--- config.mk ---
export PLATFORM = sky130hd
export DESIGN_NAME = ldc_led_drive_config_regs
export DESIGN_NICKNAME = d
export VERILOG_FILES = /design/src/rtl/ldc_led_drive_config_regs.v
export VERILOG_INCLUDE_DIRS = /design/src /design/src/rtl
export SDC_FILE = /design/constraint.sdc
export NUM_CORES = 1
export LEC_CHECK = 0
export BUFFER_PORTS_ARGS = -buffer_cell sky130_fd_sc_hd__buf_4
export CORE_MARGIN = 2
export CORE_UTILIZATION = 33
export DETAILED_ROUTE_END_ITERATION = 6
export GPL_TIMING_DRIVEN = 0
export PLACE_DENSITY = 0.53
export SLEW_MARGIN = 20
export SYNTH_ARGS = -nofsm -noshare
export SYNTH_HDL_FRONTEND = slang
export SYNTH_SLANG_ARGS = --single-unit
--- constraint.sdc ---
create_clock -name clk_sys -period 14.5 [get_ports clk_sys]
set_input_delay 4.35 -clock clk_sys [delete_from_list [all_inputs] [get_ports clk_sys]]
set_output_delay 4.35 -clock clk_sys [all_outputs]
set_load 0.005 [all_outputs]
--- src/rtl/ldc_consts.vh ---
`ifndef LDC_CONSTS_VH
`define LDC_CONSTS_VH

// ----------------------------------------
// Register addresses
// ----------------------------------------
`define LDC_ADDR_SEQ_SLOTS_3_4 8'h21
`define LDC_ADDR_SEQ_SLOTS_5_6 8'h22
`define LDC_ADDR_EMITTER1_CODE 8'h23
`define LDC_ADDR_EMITTER2_CODE 8'h24
`define LDC_ADDR_EMITTER3_CODE 8'h25
`define LDC_ADDR_PROBE_CODE 8'h29
`define LDC_ADDR_FULLSCALE 8'h2A
`define LDC_ADDR_EXPOSURE1_DAC 8'h2C

// ----------------------------------------
// Reset values and field layout
// ----------------------------------------
`define LDC_RESET_BYTE 8'h00
`define LDC_RESET_RANGE 2'h0
`define LDC_RESET_DAC_CODE 6'h00
`define LDC_FULLSCALE_MASK 8'h3F
`define LDC_DAC_MASK 8'hBF
`define LDC_DAC_OVR_BIT 7
`define LDC_EMITTER1_RANGE_LSB 0
`define LDC_EMITTER2_RANGE_LSB 2
`define LDC_EMITTER3_RANGE_LSB 4

// ----------------------------------------
// Step current in microamps per code, by range
// ----------------------------------------
`define LDC_STEP_UA_R0 10'h078
`define LDC_STEP_UA_R1 10'h0F0
`define LDC_STEP_UA_R2 10'h168
`define LDC_STEP_UA_R3 10'h1E0

`endif

--- src/rtl/ldc_led_drive_config_regs.v ---
// Operation
// - Two sequence registers hold slot 3-6 types
// - Emitter 1 drive code, 8-bit, resets zero
// - Current is code times range step size
// - Emitter 2 drive code, same mapping
// - Emitter 3 drive code, same mapping
// - Probe code replaces codes in probe/multi modes
// - Probe code scaled by that emitter's range
// - Range selects 30.6, 61.2, 91.8, 122.4 mA at code 255
// - Range fields at bits 1:0, 3:2, 5:4
// - DAC register: override bit 7, code 5:0
// - Override selects stored code, else chip's
`timescale 1ns/1ps
`include "ldc_consts.vh"

module ldc_led_drive_config_regs (
  // Clock and reset
  input wire clk_sys,
  input wire rst,
  // Register access port
  input wire reg_wr,
  input wire [7:0] reg_addr,
  input wire [7:0] reg_wdata,
  output reg [7:0] reg_rdata,
  // Operating mode from sequencer
  input wire probe_mode,
  input wire multi_emitter_mode,
  // Slot types to the sample FIFO
  output wire [3:0] slot3_type,
  output wire [3:0] slot4_type,
  output wire [3:0] slot5_type,
  output wire [3:0] slot6_type,
  // Emitter drivers
  output wire [7:0] emitter1_drive,
  output wire [7:0] emitter2_drive,
  output wire [7:0] emitter3_drive,
  output wire [1:0] emitter1_fullscale,
  output wire [1:0] emitter2_fullscale,
  output wire [1:0] emitter3_fullscale,
  output wire [17:0] emitter1_current_ua,
  output wire [17:0] emitter2_current_ua,
  output wire [17:0] emitter3_current_ua,
  // Exposure 1 subranging DAC
  input wire [5:0] chip_dac_code,
  output wire exposure1_dac_override,
  output wire [5:0] exposure1_dac_drive
);

  // ----------------------------------------
  // Storage
  // ----------------------------------------
  reg [7:0] seq_slots_3_4;
  reg [7:0] seq_slots_5_6;
  reg [7:0] emitter1_code;
  reg [7:0] emitter2_code;
  reg [7:0] emitter3_code;
  reg [7:0] probe_code;
  reg [7:0] emitter_fullscale_select;
  reg [7:0] exposure1_subrange_dac;

  // ----------------------------------------
  // Next values
  // ----------------------------------------
  reg [7:0] next_seq_slots_3_4;
  reg [7:0] next_seq_slots_5_6;
  reg [7:0] next_emitter1_code;
  reg [7:0] next_emitter2_code;
  reg [7:0] next_emitter3_code;
  reg [7:0] next_probe_code;
  reg [7:0] next_emitter_fullscale_select;
  reg [7:0] next_exposure1_subrange_dac;
  reg [7:0] next_reg_rdata;

  // ----------------------------------------
  // Decode signals
  // ----------------------------------------
  wire hit_seq_slots_3_4;
  wire hit_seq_slots_5_6;
  wire hit_emitter1_code;
  wire hit_emitter2_code;
  wire hit_emitter3_code;
  wire hit_probe_code;
  wire hit_fullscale;
  wire hit_exposure1_dac;
  wire use_probe;

  // ----------------------------------------
  // Helper functions
  // ----------------------------------------
  function ldc_addr_hit;
    input [7:0] addr;
    input [7:0] target;
    begin
      ldc_addr_hit = (addr == target);
    end
  endfunction

  // Step per code in microamps; the analog side owns the exact trim
  function [9:0] ldc_step_ua;
    input [1:0] range;
    begin
      case (range)
        2'h0: ldc_step_ua = `LDC_STEP_UA_R0;
        2'h1: ldc_step_ua = `LDC_STEP_UA_R1;
        2'h2: ldc_step_ua = `LDC_STEP_UA_R2;
        default: ldc_step_ua = `LDC_STEP_UA_R3;
      endcase
    end
  endfunction

  // Code 255 at the top range needs 17 bits, so 18 leaves headroom
  function [17:0] ldc_current_ua;
    input [7:0] code;
    input [1:0] range;
    begin
      ldc_current_ua = {10'h000, code} * {8'h00, ldc_step_ua(range)};
    end
  endfunction

  // Probe code replaces the own code; the caller keeps its own range
  function [7:0] ldc_pick_code;
    input sel_probe;
    input [7:0] probe;
    input [7:0] own;
    begin
      if (sel_probe) begin
        ldc_pick_code = probe;
      end else begin
        ldc_pick_code = own;
      end
    end
  endfunction

  // ----------------------------------------
  // Address match
  // ----------------------------------------
  assign hit_seq_slots_3_4 = ldc_addr_hit(reg_addr, `LDC_ADDR_SEQ_SLOTS_3_4);
  assign hit_seq_slots_5_6 = ldc_addr_hit(reg_addr, `LDC_ADDR_SEQ_SLOTS_5_6);
  assign hit_emitter1_code = ldc_addr_hit(reg_addr, `LDC_ADDR_EMITTER1_CODE);
  assign hit_emitter2_code = ldc_addr_hit(reg_addr, `LDC_ADDR_EMITTER2_CODE);
  assign hit_emitter3_code = ldc_addr_hit(reg_addr, `LDC_ADDR_EMITTER3_CODE);
  assign hit_probe_code = ldc_addr_hit(reg_addr, `LDC_ADDR_PROBE_CODE);
  assign hit_fullscale = ldc_addr_hit(reg_addr, `LDC_ADDR_FULLSCALE);
  assign hit_exposure1_dac = ldc_addr_hit(reg_addr, `LDC_ADDR_EXPOSURE1_DAC);

  // ----------------------------------------
  // Register writes
  // ----------------------------------------
  // Held unless strobed; reserved bits are cleared on the way in
  always @* begin
    next_seq_slots_3_4 = seq_slots_3_4;
    next_seq_slots_5_6 = seq_slots_5_6;
    next_emitter1_code = emitter1_code;
    next_emitter2_code = emitter2_code;
    next_emitter3_code = emitter3_code;
    next_probe_code = probe_code;
    next_emitter_fullscale_select = emitter_fullscale_select;
    next_exposure1_subrange_dac = exposure1_subrange_dac;
    if (reg_wr) begin
      if (hit_seq_slots_3_4) begin
        next_seq_slots_3_4 = reg_wdata;
      end
      if (hit_seq_slots_5_6) begin
        next_seq_slots_5_6 = reg_wdata;
      end
      if (hit_emitter1_code) begin
        next_emitter1_code = reg_wdata;
      end
      if (hit_emitter2_code) begin
        next_emitter2_code = reg_wdata;
      end
      if (hit_emitter3_code) begin
        next_emitter3_code = reg_wdata;
      end
      if (hit_probe_code) begin
        next_probe_code = reg_wdata;
      end
      if (hit_fullscale) begin
        next_emitter_fullscale_select = reg_wdata & `LDC_FULLSCALE_MASK;
      end
      if (hit_exposure1_dac) begin
        next_exposure1_subrange_dac = reg_wdata & `LDC_DAC_MASK;
      end
    end
  end

  // One process per register keeps each reset path plain
  always @(posedge clk_sys) begin
    if (rst) begin
      seq_slots_3_4 <= `LDC_RESET_BYTE;
    end else begin
      seq_slots_3_4 <= next_seq_slots_3_4;
    end
  end

  always @(posedge clk_sys) begin
    if (rst) begin
      seq_slots_5_6 <= `LDC_RESET_BYTE;
    end else begin
      seq_slots_5_6 <= next_seq_slots_5_6;
    end
  end

  always @(posedge clk_sys) begin
    if (rst) begin
      emitter1_code <= `LDC_RESET_BYTE;
    end else begin
      emitter1_code <= next_emitter1_code;
    end
  end

  always @(posedge clk_sys) begin
    if (rst) begin
      emitter2_code <= `LDC_RESET_BYTE;
    end else begin
      emitter2_code <= next_emitter2_code;
    end
  end

  always @(posedge clk_sys) begin
    if (rst) begin
      emitter3_code <= `LDC_RESET_BYTE;
    end else begin
      emitter3_code <= next_emitter3_code;
    end
  end

  always @(posedge clk_sys) begin
    if (rst) begin
      probe_code <= `LDC_RESET_BYTE;
    end else begin
      probe_code <= next_probe_code;
    end
  end

  always @(posedge clk_sys) begin
    if (rst) begin
      emitter_fullscale_select <= `LDC_RESET_BYTE;
    end else begin
      emitter_fullscale_select <= next_emitter_fullscale_select;
    end
  end

  always @(posedge clk_sys) begin
    if (rst) begin
      exposure1_subrange_dac <= `LDC_RESET_BYTE;
    end else begin
      exposure1_subrange_dac <= next_exposure1_subrange_dac;
    end
  end

  // ----------------------------------------
  // Register reads
  // ----------------------------------------
  // Mask again on read so a reserved bit can never leak out
  always @* begin
    case (reg_addr)
      `LDC_ADDR_SEQ_SLOTS_3_4: next_reg_rdata = seq_slots_3_4;
      `LDC_ADDR_SEQ_SLOTS_5_6: next_reg_rdata = seq_slots_5_6;
      `LDC_ADDR_EMITTER1_CODE: next_reg_rdata = emitter1_code;
      `LDC_ADDR_EMITTER2_CODE: next_reg_rdata = emitter2_code;
      `LDC_ADDR_EMITTER3_CODE: next_reg_rdata = emitter3_code;
      `LDC_ADDR_PROBE_CODE: next_reg_rdata = probe_code;
      `LDC_ADDR_FULLSCALE: next_reg_rdata = emitter_fullscale_select & `LDC_FULLSCALE_MASK;
      `LDC_ADDR_EXPOSURE1_DAC: next_reg_rdata = exposure1_subrange_dac & `LDC_DAC_MASK;
      default: next_reg_rdata = `LDC_RESET_BYTE;
    endcase
  end

  // Registered so read data never glitches with address
  always @(posedge clk_sys) begin
    if (rst) begin
      reg_rdata <= `LDC_RESET_BYTE;
    end else begin
      reg_rdata <= next_reg_rdata;
    end
  end

  // ----------------------------------------
  // Field decode
  // ----------------------------------------
  assign slot3_type = seq_slots_3_4[3:0];
  assign slot4_type = seq_slots_3_4[7:4];
  assign slot5_type = seq_slots_5_6[3:0];
  assign slot6_type = seq_slots_5_6[7:4];

  assign emitter1_fullscale = emitter_fullscale_select[`LDC_EMITTER1_RANGE_LSB +: 2];
  assign emitter2_fullscale = emitter_fullscale_select[`LDC_EMITTER2_RANGE_LSB +: 2];
  assign emitter3_fullscale = emitter_fullscale_select[`LDC_EMITTER3_RANGE_LSB +: 2];

  // Probe code overrides all emitters; range stays per emitter
  assign use_probe = probe_mode | multi_emitter_mode;
  assign emitter1_drive = ldc_pick_code(use_probe, probe_code, emitter1_code);
  assign emitter2_drive = ldc_pick_code(use_probe, probe_code, emitter2_code);
  assign emitter3_drive = ldc_pick_code(use_probe, probe_code, emitter3_code);

  assign emitter1_current_ua = ldc_current_ua(emitter1_drive, emitter1_fullscale);
  assign emitter2_current_ua = ldc_current_ua(emitter2_drive, emitter2_fullscale);
  assign emitter3_current_ua = ldc_current_ua(emitter3_drive, emitter3_fullscale);

  assign exposure1_dac_override = exposure1_subrange_dac[`LDC_DAC_OVR_BIT];
  assign exposure1_dac_drive = exposure1_dac_override ? exposure1_subrange_dac[5:0] : chip_dac_code;

endmodule

==> impl_metrics.ini <==
[run_status]
run_status = complete, no violations

[yosys]
number_of_warnings_printed_during_yosys_synthesis = 0
post-synth-top-area-fraction_pct = 17.51
post_synth_most_frequent_cells = 149 x inv_1, 114 x ha_1, 91 x nor2_1, 84 x nand2_1, 72 x fa_1
synth_area_leaders = fa_1 18%, ha_1 17%, dfxtp_1 17%, inv_1 6.8%, mux2i_1 5.5%
yosys.cell_count.top_type = inv_1
ys.flop_type = dfxtp_1
synthXorXnorAreaFrac_pct = 2.979
synth-compound-area-share_pct = 11.57
yosys_register_bits = 69
synth_seq_area_share_pct = 16.78
largest_family_of_logic_cells_by_synthesized_area = adder cells
postSynthAreaPerCell_um2 = 8.477
count_of_flip_flops_with_a_built_in_enable_after_synthesis = 0
mappedNetlistArea_mm2 = 0.008232
synth.lib_cells_used.distinct = 53
synth_simple_gate_area_share_pct = 16.49
netlist.top_cell.by_area = fa_1
syn-instance-count = 971
synth.area.mux_share_pct = 6.977
postSynth.asyncResetShare_pct = 0
synth_adder_area_share_pct = 34.84

[floorplanning]
floorplan.die.width_um = 161.9
coreArea_mm2 = 0.02439
placement_rows = 57
die_y_um = 161.9
dieArea_mm2 = 0.02622
floorplan.io_pins = 142
initial_core_utilization_pct = 33.75

[clocking]
cts_tree = done
cts_buffers = 9
cts_root_buf = clkbuf_16
cts_hold_buffers = 0
clk-insertion-delay-late_ps = 330
clk_pin_slew_worst_paths_ps = 60
cts_max_path_buffers = 2
cts_sinks = 69
cts_max_level = 3

[worst_setup_path]
crit_path_start_kind = primary input
crit_family = adder cells
critPathArrivalTime_ps = 9810
critical_path_s_most_frequent_cell = fa_1
worstPathBufferInverterCount = 7
slowest_delay_ps = 540
worstPathCellList = buf_4, nor2_2, clkbuf_2, clkbuf_2, a21oi_1, or2_2, fa_1, fa_1, inv_1, fa_1, inv_1, fa_1, inv_1, ha_1, and3_1, a2111oi_4, nor2_1, a211o_1, xor2_1, buf_4
critical_path_peak_fanout = 10
worst_ep_required_time_ps = 10150
timing.critical_path.slowest_stage_cell = fa_1
worst_setup_path_end_kind = output pin
critPathKind = in2out

[sta]
min_period_over_period_pct = 97.67
period_minus_slack_ps = 14160
rsz0062_at_grt = no
final_critical_path_setup_slack_ps = 338.1
final-hold-violation-count = 0
report.final.setup_viol = 0
drv_slew = 0
clock-skew-final_ps = 4.336
worst_slew_margin_rel_pct = 44.71
highest_clock_rate_mhz = 70.61
timing_worst_slew_pin_value_ps = 817.8

[global_routing]
grt_ovf = 0
grtUsageTotal_pct = 16.91
first_pass_grt_wire_length_um = 35780
grt_antenna_before_repair = 0
grt_start_max_net_pins = 14
first_global_vias = 6868

[route]
number_of_detailed_route_iterations_in_the_first_pass = 5
antenna_violating_nets_left = 0
drt_iter0_markers = 370
detail_route.vias_per_cell = 4.760
final_wl_um = 22100
remaining_drc_errors = 0
route.vias.total = 6849
avgRoutedWirePerCell_um = 15.35

[power]
power.density_cell_area_mw_per_mm2 = 46.18
power_leakage_nw = 5.339
peakVddDrop_mv = 0.05984

[finish]
final-instance-count-excl-fill = 1439
area_growth_syn_to_layout_pct = 20.73
post-route-util_pct = 40.75
fraction_of_final_layout_cells_with_drive_strength_greater_than_1_pct = 17.22
diodes = 0
nets = 1323

[placement]
worst_slack_at_placement_ps = -565.2
dp_cells = 1423
buffer_ports.inserted = 120
place_congestion = 0.8685
detailed_place_hpwl_um = 18090

[hold_path]
hold_class = reg2reg

[job]
drv_cap = 0
==> report_power, final <==
part	internal (W)	switching (W)	leakage (nW)
clock network	0.000151	0.0000862	0.156
logic	0.0000117	0.0000197	4.63
registers	0.000190	0.000000207	0.555
total	0.000353	0.000106	5.34
==> logic make-up after synthesis <==
logic type	Yosys count
flops	69
buf+inv	206
fa+ha+maj	186
compound gates	147
xor+xnor	28
other cells	1
simple gates	278
mux	56
==> what timing repair did <==
item	4_1_cts	5_1_grt
endpoints found under the setup margin	12	8
resized for setup	5	5
setup buffers	0	0
==> worst paths after layout <==
| kind | slack [ps] | start | cells after the start | to |
|---|---|---|---|---|
| setup / recovery | 340 | multi_emitter_mode | 20 | emitter1_current_ua[17] |
| setup reg to reg | 13060 | emitter_fullscale_select[5] | 4 | reg_rdata[5] |
| hold reg to reg | 470 | probe_code[5] | 2 | probe_code[5] |
| hold / removal | 470 | probe_code[5] | 2 | probe_code[5] |
==> sequential cells by signal (all words and copies together) (netlist names) <==
register / count
emitter1_code: 8
emitter2_code: 8
emitter3_code: 8
probe_code: 8
reg_rdata: 8
seq_slots_3_4: 8
seq_slots_5_6: 8
exposure1_subrange_dac: 7
emitter_fullscale_select: 6
==> cell usage in the layout (no fill, tap or decap), types with 8 or more instances in the layout <==
cell / instances
a21o_1: 17
conb_1: 9
buf_2: 13
nor2_1: 90
o21a_1: 8
ha_1: 114
buf_4: 132
xor2_1: 9
fa_1: 72
a21oi_1: 66
and3_1: 9
clkbuf_16: 9
nand2_1: 84
o21ai_0: 11
dfxtp_1: 69
and2_1: 18
xnor2_1: 19
inv_1: 149
mux2i_1: 45
mux2_2: 11
clkbuf_1: 21
nor2b_1: 40
==> area by class of cell <==
class                   count  area [um2]
clock buffers               9       225.2
multi-input cells         704        6073
inverters                 149       559.3
fillers                  2553       14450
well taps                 324       405.4
plain buffers              57       294.0
flip-flops and latches     69        1381
repair buffers            120       900.9
clock inverters             7       98.84
==> worst reg2reg max path, stage by stage (launching register included) <==
cell and delay [ps]:
dfxtp_1 310, clkbuf_1 240, a22o_1 270, a221oi_1 320
a21oi_1 170
==> layer usage <==
metal	GRT usage (%)	part of all wire, %	vias up
li1	-	-	3417
met1	23.91	49	3253
met2	28.55	46	167
met3	1.788	4.3	12
met4	2.414	0.68	0
met5	0	0	-
==> metrics by stage <==
step,hold WS (ps),setup TNS [ps],total power [W],area (um2)
2_1_floorplan,437.9,0,0.0002122,8262
3_3_place_gp,454.2,-3909,0.0002251,9568
3_5_place_dp,463.6,-3918,0.0002250,9568
4_1_cts,471.8,0,0.0004602,9910
5_1_grt,498.0,0,0.0004695,9938
6_report,474.6,0,0.0004589,9938
(Power assumes the default switching activity.)
